## config.mk

```make
export PLATFORM = sky130hd
export DESIGN_NAME = acd_cal_datapath
export DESIGN_NICKNAME = d
export VERILOG_FILES = /design/src/acd_pkg.sv /design/src/acd_divider.sv /design/src/acd_post_scaler.sv /design/src/acd_cal_datapath.sv
export VERILOG_INCLUDE_DIRS = /design/src
export SDC_FILE = /design/constraint.sdc
export NUM_CORES = 2
export LEC_CHECK = 0
export BUFFER_PORTS_ARGS = -buffer_cell sky130_fd_sc_hd__clkbuf_2
export CAP_MARGIN = 20
export CELL_PAD_IN_SITES_DETAIL_PLACEMENT = 1
export CELL_PAD_IN_SITES_GLOBAL_PLACEMENT = 1
export CORE_MARGIN = 10
export CORE_UTILIZATION = 40
export DETAILED_ROUTE_END_ITERATION = 10
export PLACE_DENSITY_LB_ADDON = 0.3
export SYNTH_ARGS = -nofsm -noshare
export SYNTH_HDL_FRONTEND = slang
export SYNTH_SLANG_ARGS = --single-unit
```

## constraint.sdc

```tcl
create_clock -name ref_clk_i -period 36.5 [get_ports ref_clk_i]
set_clock_uncertainty 0.05 [all_clocks]
set_input_delay 7.3 -clock ref_clk_i [delete_from_list [all_inputs] [get_ports ref_clk_i]]
set_output_delay 7.3 -clock ref_clk_i [all_outputs]
set_load 0.02 [all_outputs]
```

## src/acd_consts.svh

```systemverilog
`ifndef ACD_CONSTS_SVH
`define ACD_CONSTS_SVH

// Register offsets on the register port
`define ACD_ADDR_BG_SEL 7'h00
`define ACD_ADDR_SYSCAL 7'h01
`define ACD_ADDR_CAL_CHAN 7'h02
`define ACD_ADDR_FGA_EN 7'h03
`define ACD_ADDR_STATUS 7'h04
`define ACD_ADDR_SET_BASE 3'h1
// Field inside a per-set block: addr = {1, set[1:0], field[1:0]} from 0x10
`define ACD_FLD_OFFSET 2'h0
`define ACD_FLD_GAIN 2'h1
`define ACD_FLD_SCALE 2'h2
`define ACD_FLD_SHIFT 2'h3

// Reset values
`define ACD_RST_OFFSET 16'h0000
`define ACD_RST_GAIN 16'h8000
`define ACD_RST_SCALE 16'h0001
`define ACD_RST_SHIFT 4'h0
`define ACD_GAIN_FRAC 15

// Divider iteration count
`define ACD_DIV_CYCLES 6'h20

`endif

```

## src/acd_pkg.sv

```systemverilog
package acd_pkg;

  // Background calibration setting
  typedef enum logic [1:0] {
    BG_CAL_OFF = 2'b00,
    BG_OFFSET_CORRECT_GAIN_ESTIMATE = 2'b01,
    BG_OFFSET_GAIN_CORRECT = 2'b10,
    BG_OFFSET_GAIN_ESTIMATE = 2'b11
  } acd_bg_mode_type;

  // System calibration control codes
  typedef enum logic [1:0] {
    SC_IDLE = 2'b00,
    SC_OFFSET_DET = 2'b01,
    SC_RSVD = 2'b10,
    SC_GAIN_DET = 2'b11
  } acd_syscal_type;

  // Datapath sequencer states
  typedef enum logic [2:0] {
    ST_IDLE = 3'b000,
    ST_BG = 3'b001,
    ST_DIV = 3'b010,
    ST_WAIT = 3'b011,
    ST_POST = 3'b100
  } acd_state_type;

endpackage : acd_pkg

```

## src/acd_divider.sv

```systemverilog
`timescale 1ns/1ps
`include "acd_consts.svh"
// Signed by unsigned restoring divider, one quotient bit per cycle
module acd_divider (
  // Clock and reset
  input wire logic ref_clk_i,
  input wire logic sys_rst_i,
  input wire logic ce_i,
  // Request
  input wire logic start_i,
  input wire logic signed [31:0] dividend_i,
  input wire logic [15:0] divisor_i,
  // Answer
  output logic done_o,
  output logic signed [31:0] quot_o
);
  import acd_pkg::*;

  logic [31:0] quo_q;
  logic [15:0] rem_q;
  logic [15:0] dv_q;
  logic neg_q;
  logic [5:0] cnt_q;
  logic busy_q;
  logic [16:0] trial;
  logic fits;

  // Trial subtraction of the next remainder bit
  assign trial = {rem_q, quo_q[31]};
  assign fits = trial >= {1'b0, dv_q};
  // Zero divisor pins the quotient at the extreme of the dividend's sign
  assign quot_o = (dv_q == 16'h0000) ?
    (neg_q ? 32'sh8000_0000 : 32'sh7fff_ffff) :
    (neg_q ? -$signed(quo_q) : $signed(quo_q));

  // Iteration engine
  always_ff @(posedge ref_clk_i or posedge sys_rst_i) begin
    if (sys_rst_i) begin
      quo_q <= 32'h0000_0000;
      rem_q <= 16'h0000;
      dv_q <= 16'h0000;
      neg_q <= 1'b0;
      cnt_q <= 6'h00;
      busy_q <= 1'b0;
      done_o <= 1'b0;
    end else if (ce_i) begin
      done_o <= busy_q && (cnt_q == 6'h01);
      if (start_i) begin
        quo_q <= dividend_i[31] ? 32'(-dividend_i) : dividend_i;
        neg_q <= dividend_i[31];
        rem_q <= 16'h0000;
        dv_q <= divisor_i;
        cnt_q <= `ACD_DIV_CYCLES;
        busy_q <= 1'b1;
      end else if (busy_q) begin
        rem_q <= fits ? 16'(trial - {1'b0, dv_q}) : trial[15:0];
        quo_q <= {quo_q[30:0], fits};
        cnt_q <= cnt_q - 6'h01;
        busy_q <= cnt_q != 6'h01;
      end
    end
  end

endmodule : acd_divider

```

## src/acd_post_scaler.sv

```systemverilog
`timescale 1ns/1ps
// Multiply by the scale value, shift right, clamp to 16 bits
module acd_post_scaler #(
  parameter int SCALE_W = 16,
  parameter int SHIFT_W = 4
) (
  // Operands
  input wire logic signed [15:0] value_i,
  input wire logic [SCALE_W-1:0] scale_i,
  input wire logic [SHIFT_W-1:0] shift_i,
  // Result
  output logic signed [15:0] result_o
);
  import acd_pkg::*;

  logic signed [SCALE_W+16:0] prod;
  logic signed [SCALE_W+16:0] shifted;
  logic over_hi;
  logic over_lo;

  // Full-width product keeps the sign before the shift
  assign prod = value_i * $signed({1'b0, scale_i});
  assign shifted = prod >>> shift_i;
  assign over_hi = shifted > $signed((SCALE_W+17)'(32767));
  assign over_lo = shifted < $signed(-(SCALE_W+17)'(32768));
  assign result_o = over_hi ? 16'sh7fff : over_lo ? -16'sh8000 :
    shifted[15:0];

endmodule : acd_post_scaler

```

## src/acd_cal_datapath.sv

```systemverilog
`timescale 1ns/1ps
`include "acd_consts.svh"
// Background correction, system calibration and post scaling of results
module acd_cal_datapath #(
  parameter int SETS = 4,
  parameter int SCALE_W = 16,
  parameter int SHIFT_W = 4
) (
  // Clock, reset and enable
  input wire logic ref_clk_i,
  input wire logic sys_rst_i,
  input wire logic ce_i,
  // Register port from the serial decoder
  input wire logic reg_wr_i,
  input wire logic reg_rd_i,
  input wire logic [6:0] reg_addr_i,
  input wire logic [15:0] reg_wdata_i,
  output logic [15:0] reg_rdata_o,
  // Raw conversion results from the filter
  input wire logic raw_valid_i,
  input wire logic [2:0] raw_chan_i,
  input wire logic signed [15:0] raw_data_i,
  // Background measurements from the modulator
  input wire logic meas_valid_i,
  input wire logic [1:0] meas_set_i,
  input wire logic signed [15:0] meas_offset_i,
  input wire logic [15:0] meas_gain_i,
  // Factory coefficients from nonvolatile storage
  input wire logic nv_load_i,
  input wire logic [1:0] nv_set_i,
  input wire logic signed [15:0] nv_offset_i,
  input wire logic [15:0] nv_gain_i,
  // Conversion sequencer requests
  output logic conv_restart_o,
  output logic [2:0] conv_chan_o,
  output logic cal_slot_o,
  output logic [1:0] bg_track_o,
  // Calibrated results
  output logic data_valid_o,
  output logic [2:0] data_chan_o,
  output logic signed [15:0] data_o
);
  import acd_pkg::*;

  // Map a channel onto its coefficient set
  function automatic logic [1:0] chan_set(input logic [2:0] ch);
    chan_set = ch[2] ? ch[1:0] : ch[1:0];
  endfunction : chan_set

  // Clamp a wide signed value to the 16-bit output range
  function automatic logic signed [15:0] sat16(input logic signed [47:0] v);
    if (v > 48'sd32767)
      sat16 = 16'sh7fff;
    else if (v < -48'sd32768)
      sat16 = -16'sh8000;
    else
      sat16 = v[15:0];
  endfunction : sat16

  // Control registers
  acd_bg_mode_type bg_mode_q;
  acd_syscal_type syscal_q;
  logic [2:0] cal_chan_q;
  logic fga_en_q;
  logic armed_q;
  acd_state_type state_q;
  acd_state_type state_d;

  // Per-set storage
  logic signed [15:0] sys_off_q [SETS];
  logic [15:0] sys_gain_q [SETS];
  logic [SCALE_W-1:0] scale_q [SETS];
  logic [SHIFT_W-1:0] shift_q [SETS];
  logic signed [15:0] bg_off_q [SETS];
  logic [15:0] bg_gain_q [SETS];

  // Pipeline registers
  logic signed [15:0] x_q;
  logic [2:0] chan_q;
  logic [1:0] set_q;
  logic signed [15:0] bg_q;
  logic signed [15:0] res_q;
  logic is_cal_q;

  // Register decode
  logic set_hit;
  logic [1:0] wr_set;
  logic [1:0] wr_fld;
  logic syscal_wr;
  logic syscal_go;
  assign set_hit = reg_addr_i[6:4] == `ACD_ADDR_SET_BASE;
  assign wr_set = reg_addr_i[3:2];
  assign wr_fld = reg_addr_i[1:0];
  assign syscal_wr = reg_wr_i && reg_addr_i == `ACD_ADDR_SYSCAL;
  assign syscal_go = syscal_wr && (reg_wdata_i[1:0] == SC_OFFSET_DET ||
    reg_wdata_i[1:0] == SC_GAIN_DET);

  // Background correction of the latched raw sample
  logic signed [16:0] bg_diff;
  logic signed [33:0] bg_prod;
  logic signed [15:0] bg_val;
  assign bg_diff = 17'(x_q) - 17'(bg_off_q[set_q]);
  assign bg_prod = bg_diff * $signed({1'b0, bg_gain_q[set_q]});
  assign bg_val = (bg_mode_q == BG_CAL_OFF) ? x_q :
    sat16(48'(bg_prod >>> `ACD_GAIN_FRAC));

  // System offset removal ahead of the division
  logic signed [16:0] sys_diff;
  logic signed [31:0] dividend;
  logic [15:0] divisor;
  logic cal_hit;
  logic gain_run;
  assign sys_diff = 17'(bg_q) - 17'(sys_off_q[set_q]);
  assign dividend = {sys_diff, 15'h0000};
  assign divisor = sys_gain_q[set_q];
  assign cal_hit = armed_q && chan_q == cal_chan_q;
  assign gain_run = is_cal_q && syscal_q == SC_GAIN_DET;

  // Division and result shaping
  logic div_start;
  logic div_done;
  logic signed [31:0] quot;
  logic [15:0] gain_new;
  logic signed [15:0] scaled;
  assign div_start = ce_i && state_q == ST_DIV &&
    !(cal_hit && syscal_q == SC_OFFSET_DET);
  assign gain_new = quot[31] ? 16'h0000 :
    (|quot[30:16]) ? 16'hffff : quot[15:0];

  acd_divider u_div (
    .ref_clk_i(ref_clk_i),
    .sys_rst_i(sys_rst_i),
    .ce_i(ce_i),
    .start_i(div_start),
    .dividend_i(dividend),
    .divisor_i(divisor),
    .done_o(div_done),
    .quot_o(quot)
  );

  acd_post_scaler #(
    .SCALE_W(SCALE_W),
    .SHIFT_W(SHIFT_W)
  ) u_scale (
    .value_i(res_q),
    .scale_i(scale_q[set_q]),
    .shift_i(shift_q[set_q]),
    .result_o(scaled)
  );

  // Hardware-side coefficient writes
  logic hw_off_wr;
  logic hw_gain_wr;
  assign hw_off_wr = state_q == ST_DIV && cal_hit &&
    syscal_q == SC_OFFSET_DET;
  assign hw_gain_wr = state_q == ST_WAIT && div_done && gain_run;

  // Sequencer next state
  always_comb begin
    state_d = state_q;
    case (state_q)
      ST_IDLE: begin
        if (raw_valid_i)
          state_d = ST_BG;
      end
      ST_BG: state_d = ST_DIV;
      ST_DIV: state_d = hw_off_wr ? ST_IDLE : ST_WAIT;
      ST_WAIT: begin
        if (div_done)
          state_d = gain_run ? ST_IDLE : ST_POST;
      end
      ST_POST: state_d = ST_IDLE;
      default: state_d = ST_IDLE;
    endcase
  end

  // Per-set coefficient banks; hardware updates beat a host write
  generate
    for (genvar s = 0; s < SETS; s++) begin : g_set
      logic host_wr;
      logic own_set;
      logic meas_hit;
      logic nv_hit;
      assign host_wr = reg_wr_i && set_hit && wr_set == 2'(s);
      assign own_set = set_q == 2'(s);
      assign meas_hit = meas_valid_i && meas_set_i == 2'(s);
      assign nv_hit = nv_load_i && nv_set_i == 2'(s);

      // System calibration coefficients, scale and shift
      always_ff @(posedge ref_clk_i or posedge sys_rst_i) begin
        if (sys_rst_i) begin
          sys_off_q[s] <= `ACD_RST_OFFSET;
          sys_gain_q[s] <= `ACD_RST_GAIN;
          scale_q[s] <= SCALE_W'(`ACD_RST_SCALE);
          shift_q[s] <= SHIFT_W'(`ACD_RST_SHIFT);
        end else if (ce_i) begin
          if (hw_off_wr && own_set)
            sys_off_q[s] <= bg_q;
          else if (host_wr && wr_fld == `ACD_FLD_OFFSET)
            sys_off_q[s] <= reg_wdata_i;
          if (hw_gain_wr && own_set)
            sys_gain_q[s] <= gain_new;
          else if (host_wr && wr_fld == `ACD_FLD_GAIN)
            sys_gain_q[s] <= reg_wdata_i;
          if (host_wr && wr_fld == `ACD_FLD_SCALE)
            scale_q[s] <= reg_wdata_i[SCALE_W-1:0];
          if (host_wr && wr_fld == `ACD_FLD_SHIFT)
            shift_q[s] <= reg_wdata_i[SHIFT_W-1:0];
        end
      end

      // Background coefficients: track in correction, hold in estimation
      always_ff @(posedge ref_clk_i or posedge sys_rst_i) begin
        if (sys_rst_i) begin
          bg_off_q[s] <= `ACD_RST_OFFSET;
          bg_gain_q[s] <= `ACD_RST_GAIN;
        end else if (ce_i) begin
          if (meas_hit && bg_track_o[0])
            bg_off_q[s] <= meas_offset_i;
          else if (nv_hit)
            bg_off_q[s] <= nv_offset_i;
          if (meas_hit && bg_track_o[1])
            bg_gain_q[s] <= meas_gain_i;
          else if (nv_hit)
            bg_gain_q[s] <= nv_gain_i;
        end
      end
    end
  endgenerate

  // Host control registers and determination bookkeeping
  always_ff @(posedge ref_clk_i or posedge sys_rst_i) begin
    if (sys_rst_i) begin
      bg_mode_q <= BG_CAL_OFF;
      syscal_q <= SC_IDLE;
      cal_chan_q <= 3'h0;
      fga_en_q <= 1'b0;
      armed_q <= 1'b0;
    end else if (ce_i) begin
      if (reg_wr_i && reg_addr_i == `ACD_ADDR_BG_SEL)
        bg_mode_q <= acd_bg_mode_type'(reg_wdata_i[1:0]);
      if (reg_wr_i && reg_addr_i == `ACD_ADDR_CAL_CHAN)
        cal_chan_q <= reg_wdata_i[2:0];
      if (reg_wr_i && reg_addr_i == `ACD_ADDR_FGA_EN)
        fga_en_q <= reg_wdata_i[0];
      if (syscal_wr) begin
        syscal_q <= acd_syscal_type'(reg_wdata_i[1:0]);
        armed_q <= syscal_go;
      end else if (hw_off_wr || hw_gain_wr) begin
        syscal_q <= SC_IDLE;
        armed_q <= 1'b0;
      end else if (state_q == ST_DIV && cal_hit) begin
        armed_q <= 1'b0;
      end
    end
  end

  // Datapath pipeline
  always_ff @(posedge ref_clk_i or posedge sys_rst_i) begin
    if (sys_rst_i) begin
      state_q <= ST_IDLE;
      x_q <= 16'sh0000;
      chan_q <= 3'h0;
      set_q <= 2'h0;
      bg_q <= 16'sh0000;
      res_q <= 16'sh0000;
      is_cal_q <= 1'b0;
    end else if (ce_i) begin
      state_q <= state_d;
      if (state_q == ST_IDLE && raw_valid_i) begin
        x_q <= raw_data_i;
        chan_q <= raw_chan_i;
        set_q <= chan_set(raw_chan_i);
      end
      if (state_q == ST_BG)
        bg_q <= bg_val;
      if (state_q == ST_DIV)
        is_cal_q <= cal_hit;
      if (state_q == ST_WAIT && div_done)
        res_q <= sat16(48'(quot));
    end
  end

  // Sequencer requests and result outputs
  always_ff @(posedge ref_clk_i or posedge sys_rst_i) begin
    if (sys_rst_i) begin
      conv_restart_o <= 1'b0;
      conv_chan_o <= 3'h0;
      cal_slot_o <= 1'b0;
      bg_track_o <= 2'b00;
      data_valid_o <= 1'b0;
      data_chan_o <= 3'h0;
      data_o <= 16'sh0000;
    end else if (ce_i) begin
      // A fresh conversion so no stale sample feeds the coefficient
      conv_restart_o <= syscal_go;
      if (syscal_go)
        conv_chan_o <= cal_chan_q;
      // Extra gain measurement slot per conversion costs output rate
      cal_slot_o <= raw_valid_i && state_q == ST_IDLE &&
        bg_mode_q == BG_OFFSET_GAIN_CORRECT && !fga_en_q;
      bg_track_o <= {bg_mode_q == BG_OFFSET_GAIN_CORRECT,
        bg_mode_q == BG_OFFSET_CORRECT_GAIN_ESTIMATE ||
        bg_mode_q == BG_OFFSET_GAIN_CORRECT};
      data_valid_o <= state_q == ST_POST;
      if (state_q == ST_POST) begin
        data_chan_o <= chan_q;
        data_o <= scaled;
      end
    end
  end

  // Read mux, registered on a read strobe
  logic [15:0] rd_mux;
  assign rd_mux =
    (reg_addr_i == `ACD_ADDR_BG_SEL) ? {14'h0000, bg_mode_q} :
    (reg_addr_i == `ACD_ADDR_SYSCAL) ? {14'h0000, syscal_q} :
    (reg_addr_i == `ACD_ADDR_CAL_CHAN) ? {13'h0000, cal_chan_q} :
    (reg_addr_i == `ACD_ADDR_FGA_EN) ? {15'h0000, fga_en_q} :
    (reg_addr_i == `ACD_ADDR_STATUS) ? {12'h000, armed_q, state_q} :
    !set_hit ? 16'h0000 :
    (wr_fld == `ACD_FLD_OFFSET) ? sys_off_q[wr_set] :
    (wr_fld == `ACD_FLD_GAIN) ? sys_gain_q[wr_set] :
    (wr_fld == `ACD_FLD_SCALE) ? 16'(scale_q[wr_set]) :
    16'(shift_q[wr_set]);

  always_ff @(posedge ref_clk_i or posedge sys_rst_i) begin
    if (sys_rst_i)
      reg_rdata_o <= 16'h0000;
    else if (ce_i && reg_rd_i)
      reg_rdata_o <= rd_mux;
  end

endmodule : acd_cal_datapath

```

==> results.rst <==
.. list-table::
   :header-rows: 1

   * - Metric
     - Value
   * - Outcome
     - finished clean
   * - First-pass GRT wire length
     - 275000 um
   * - Fraction of final layout cells sized beyond drive strength 1
     - 12.8%
   * - Buffer cell driving the clock tree root
     - sky130_fd_sc_hd__clkbuf_16
   * - Overall routing resource usage
     - 24.6%
   * - Antenna-violating nets left
     - 0
   * - Post-CTS Hold Buffers
     - 0
   * - Vias/cell
     - 5.71
   * - Startpoint type of the worst setup path
     - flop
   * - Total number of H-tree levels
     - 3
   * - Yosys warns
     - 0
   * - Last weighted congestion value of the routability-driven placer
     - 0.877
   * - Setup-violating endpoint count in the final report
     - 0
   * - Flop and latch count out of synthesis
     - 516
   * - Synth area leaders
     - sky130_fd_sc_hd__dfrtp_1 (24%), sky130_fd_sc_hd__fa_1 (18%), sky130_fd_sc_hd__ha_1 (6.5%), sky130_fd_sc_hd__mux2i_1 (6.0%), sky130_fd_sc_hd__mux4_2 (5.8%)
   * - Count of flip-flops with a built-in enable after synthesis
     - 0
   * - Count of buffers from port buffering
     - 160
   * - Synth top cells by count
     - sky130_fd_sc_hd__nand2_1 (707), sky130_fd_sc_hd__inv_1 (691), sky130_fd_sc_hd__dfrtp_1 (504), sky130_fd_sc_hd__fa_1 (465), sky130_fd_sc_hd__o21ai_0 (408)
   * - Final Routed Wirelength
     - 177000 um
   * - Die area
     - 144000 um2
   * - Post-CTS resize count
     - 0
   * - Number of buffers and inverters on the critical path
     - 7
   * - Top cell type's share of synthesized area
     - 24.4%
   * - Setup repair after global routing missed its margin
     - no
   * - Core area
     - 128000 um2
   * - Post-synthesis async set-or-reset flop share
     - 100%
   * - Required time of the critical path
     - 37.00 ns
   * - Cell area after synthesis
     - 51600 um2
   * - CTS clock-pin slew for the worst setup and hold paths
     - roughly 0.07 ns
   * - Final Slew Violations
     - 0
   * - Standard-cell row count
     - 131
   * - Net Count, Synth
     - 6400
   * - Syn-to-layout area delta
     - 9.28%
   * - Cell type contributing the most total cell area after synthesis
     - sky130_fd_sc_hd__dfrtp_1
   * - Width of the die
     - 379 um
   * - Clock latency at the later pin of the worst-skew pair
     - 0.69 ns
   * - Remaining global-route overflow
     - 0
   * - Synthesized netlist cell count
     - 5551
   * - Delay-heaviest family, CP
     - adder cells
   * - Post-route clock period utilization
     - ~34%
   * - Achievable clock frequency
     - between 0.08 and 0.09 GHz
   * - Minimum clock period after layout
     - 12.37 ns
   * - Post CTS Setup Buffer Count
     - 0
   * - Syn_area_per_cell
     - 9.29 um2
   * - Sequential-to-total area share from yosys stat
     - about 25%
   * - Die boundary height
     - 379 um
   * - Worst hold path type
     - flop to flop
   * - Number of sinks driven by the clock tree
     - 516
   * - Count of endpoints failing hold in the final timing report
     - 0
   * - Path type of the worst setup path
     - flop to flop
   * - Deepest clock path buffer count
     - 3
   * - Worst reg-to-reg setup slack
     - between 20 and 25 ns
   * - CTS tree
     - done
   * - DRC errors left
     - 0
   * - Critical-path cell with the highest stage delay
     - sky130_fd_sc_hd__fa_1
   * - Crit-path most repeated cell
     - sky130_fd_sc_hd__inv_1
   * - Type of destination of the critical path
     - flop
   * - Routed wirelength normalized by instance count
     - 24.3 um
   * - Data arrival time at the worst-slack endpoint
     - between 10 and 15 ns
   * - Via count of the first global-routing pass
     - between 40000 and 50000
   * - Final-layout setup total negative slack
     - 0 ns
   * - Worst Tran Pin Value
     - 1.07 ns
   * - Post-synth cell types
     - 104
   * - Layout fillers
     - 14600
   * - Vias
     - 41500
   * - Delay of the slowest cell on the worst path
     - 0.91 ns
   * - DR iter-0 viols
     - 2683
   * - Total clock buffers created by CTS
     - 67
   * - Pin count of the biggest net entering global routing
     - 119
   * - Max_slew headroom
     - 28.3%
   * - Final layout net count
     - between 6000 and 7000
   * - Antenna violations before repair
     - 6
   * - Largest fanout of any net on the critical path
     - 29
   * - Max-capacitance violation count
     - 0
   * - Most used flip-flop cell after synthesis
     - sky130_fd_sc_hd__dfrtp_1
   * - Final HPWL from detailed placement
     - about 140000 um
   * - Starting Density
     - 40.3%
   * - Detailed-router iteration count before antenna repair
     - 5
   * - Boundary Pins
     - 161
   * - Most common cell in the synthesized netlist
     - sky130_fd_sc_hd__nand2_1
==> through the flow <==
stage,hold WS [ns],instance area (um2),setup WS [ns],utilization [%],instances
floorplan,0.394,51600,14.76,-,5551
global placement,0.406,54000,24.52,42.2,7146
detailed placement,0.416,54000,24.06,42.2,7146
CTS,0.428,56300,24.01,44.0,7263
global route,0.453,56400,22.87,44.1,7266
finish,0.427,56400,24.13,44.1,7271
==> worst reg2reg max path: cells and delay by family, from the launching register on <==
kind,cells,cell delay [ns]
AOI/OAI and AO/OA,16,3.90
DFF,1,0.70
buffers and inverters,7,1.23
xor gates and xnor gates,1,0.14
adders and majority gates,8,4.09
muxes,2,1.31
and+or+nand+nor,4,0.79
==> cell families (layout without fill, tap and decap cells) <==
family / count (synthesis) / after routing / synth area share, %
adder cells (fa/ha/maj): 735 / 735 / 24.6
other: 0 / 5 / 0
XOR/XNOR: 124 / 124 / 2.12
AO/OA/AOI/OAI: 958 / 958 / 11.5
buffers and inverters: 996 / 1049 / 7.32
multiplexers: 569 / 569 / 14.6
AND/OR/NAND/NOR: 1653 / 1653 / 14.9
flip-flops: 516 / 516 / 25.1
==> metal layers <==
metal | GRT usage, % | share of wire [%]
met5 | 0 | 0.0073
met4 | 7.82 | 3.2
met3 | 3.44 | 5.1
met2 | 43.3 | 50
met1 | 31.0 | 41
==> flip-flops by register name (all words and copies together), names as in the netlist, 3 cells and up <==
signal       cells
reg_rdata_o     16
sys_gain_q      64
state_q          3
bg_q            16
chan_q           3
cal_chan_q       3
u_div.cnt_q      6
data_chan_o      3
bg_off_q        64
conv_chan_o      3
x_q             16
bg_gain_q       64
shift_q         16
u_div.rem_q     16
u_div.quo_q     32
scale_q         64
sys_off_q       64
data_o          16
u_div.dv_q      16
res_q           16
==> cells in the final DEF (no fill, tap or decap), types with 23 or more instances in the layout <==
cell type,n
sky130_fd_sc_hd__a31oi_1,24
sky130_fd_sc_hd__mux2_2,130
sky130_fd_sc_hd__mux2i_1,307
sky130_fd_sc_hd__clkbuf_2,159
sky130_fd_sc_hd__ha_1,266
sky130_fd_sc_hd__o21ai_0,395
sky130_fd_sc_hd__o31ai_1,27
sky130_fd_sc_hd__fa_1,465
sky130_fd_sc_hd__nand3_1,59
sky130_fd_sc_hd__o22ai_1,23
sky130_fd_sc_hd__a21oi_1,193
sky130_fd_sc_hd__xnor2_1,78
sky130_fd_sc_hd__dfrtp_1,502
sky130_fd_sc_hd__clkbuf_16,67
sky130_fd_sc_hd__a21o_1,40
sky130_fd_sc_hd__nand2b_1,31
sky130_fd_sc_hd__buf_4,78
sky130_fd_sc_hd__nand4_1,25
sky130_fd_sc_hd__and3_1,34
sky130_fd_sc_hd__nor2_1,347
sky130_fd_sc_hd__nand2_1,707
sky130_fd_sc_hd__mux4_2,132
sky130_fd_sc_hd__nor3_1,55
sky130_fd_sc_hd__or3_1,48
sky130_fd_sc_hd__nor2b_1,29
sky130_fd_sc_hd__and2_1,211
sky130_fd_sc_hd__xor2_1,45
sky130_fd_sc_hd__inv_1,690
==> worst paths after layout <==
path | depth (start not counted) | endpoint | from
max | 38 | bg_q[14] | chan_q[0]
min | 2 | bg_off_q[24] | bg_off_q[24]
max reg2reg | 38 | bg_q[14] | chan_q[0]
min reg2reg | 2 | bg_off_q[24] | bg_off_q[24]
max in group asynchronous | 4 | scale_q[45] | sys_rst_i
min in group asynchronous | 2 | bg_gain_q[22] | sys_rst_i
==> cell type report <==
cell class	instances	area, um2	area share (%)
antenna	5	12.5	0.0222
clock buffer	91	1890	3.35
clock inverter	26	402	0.712
inverter	692	2610	4.62
multi-input combinational	4039	35000	62.1
sequential	516	12900	22.9
tap	1662	2080	3.69
timing repair buffer	240	1440	2.56
Power is not shown: default switching activity piles up to over one toggle a cycle in this logic, so the estimate is an artifact.
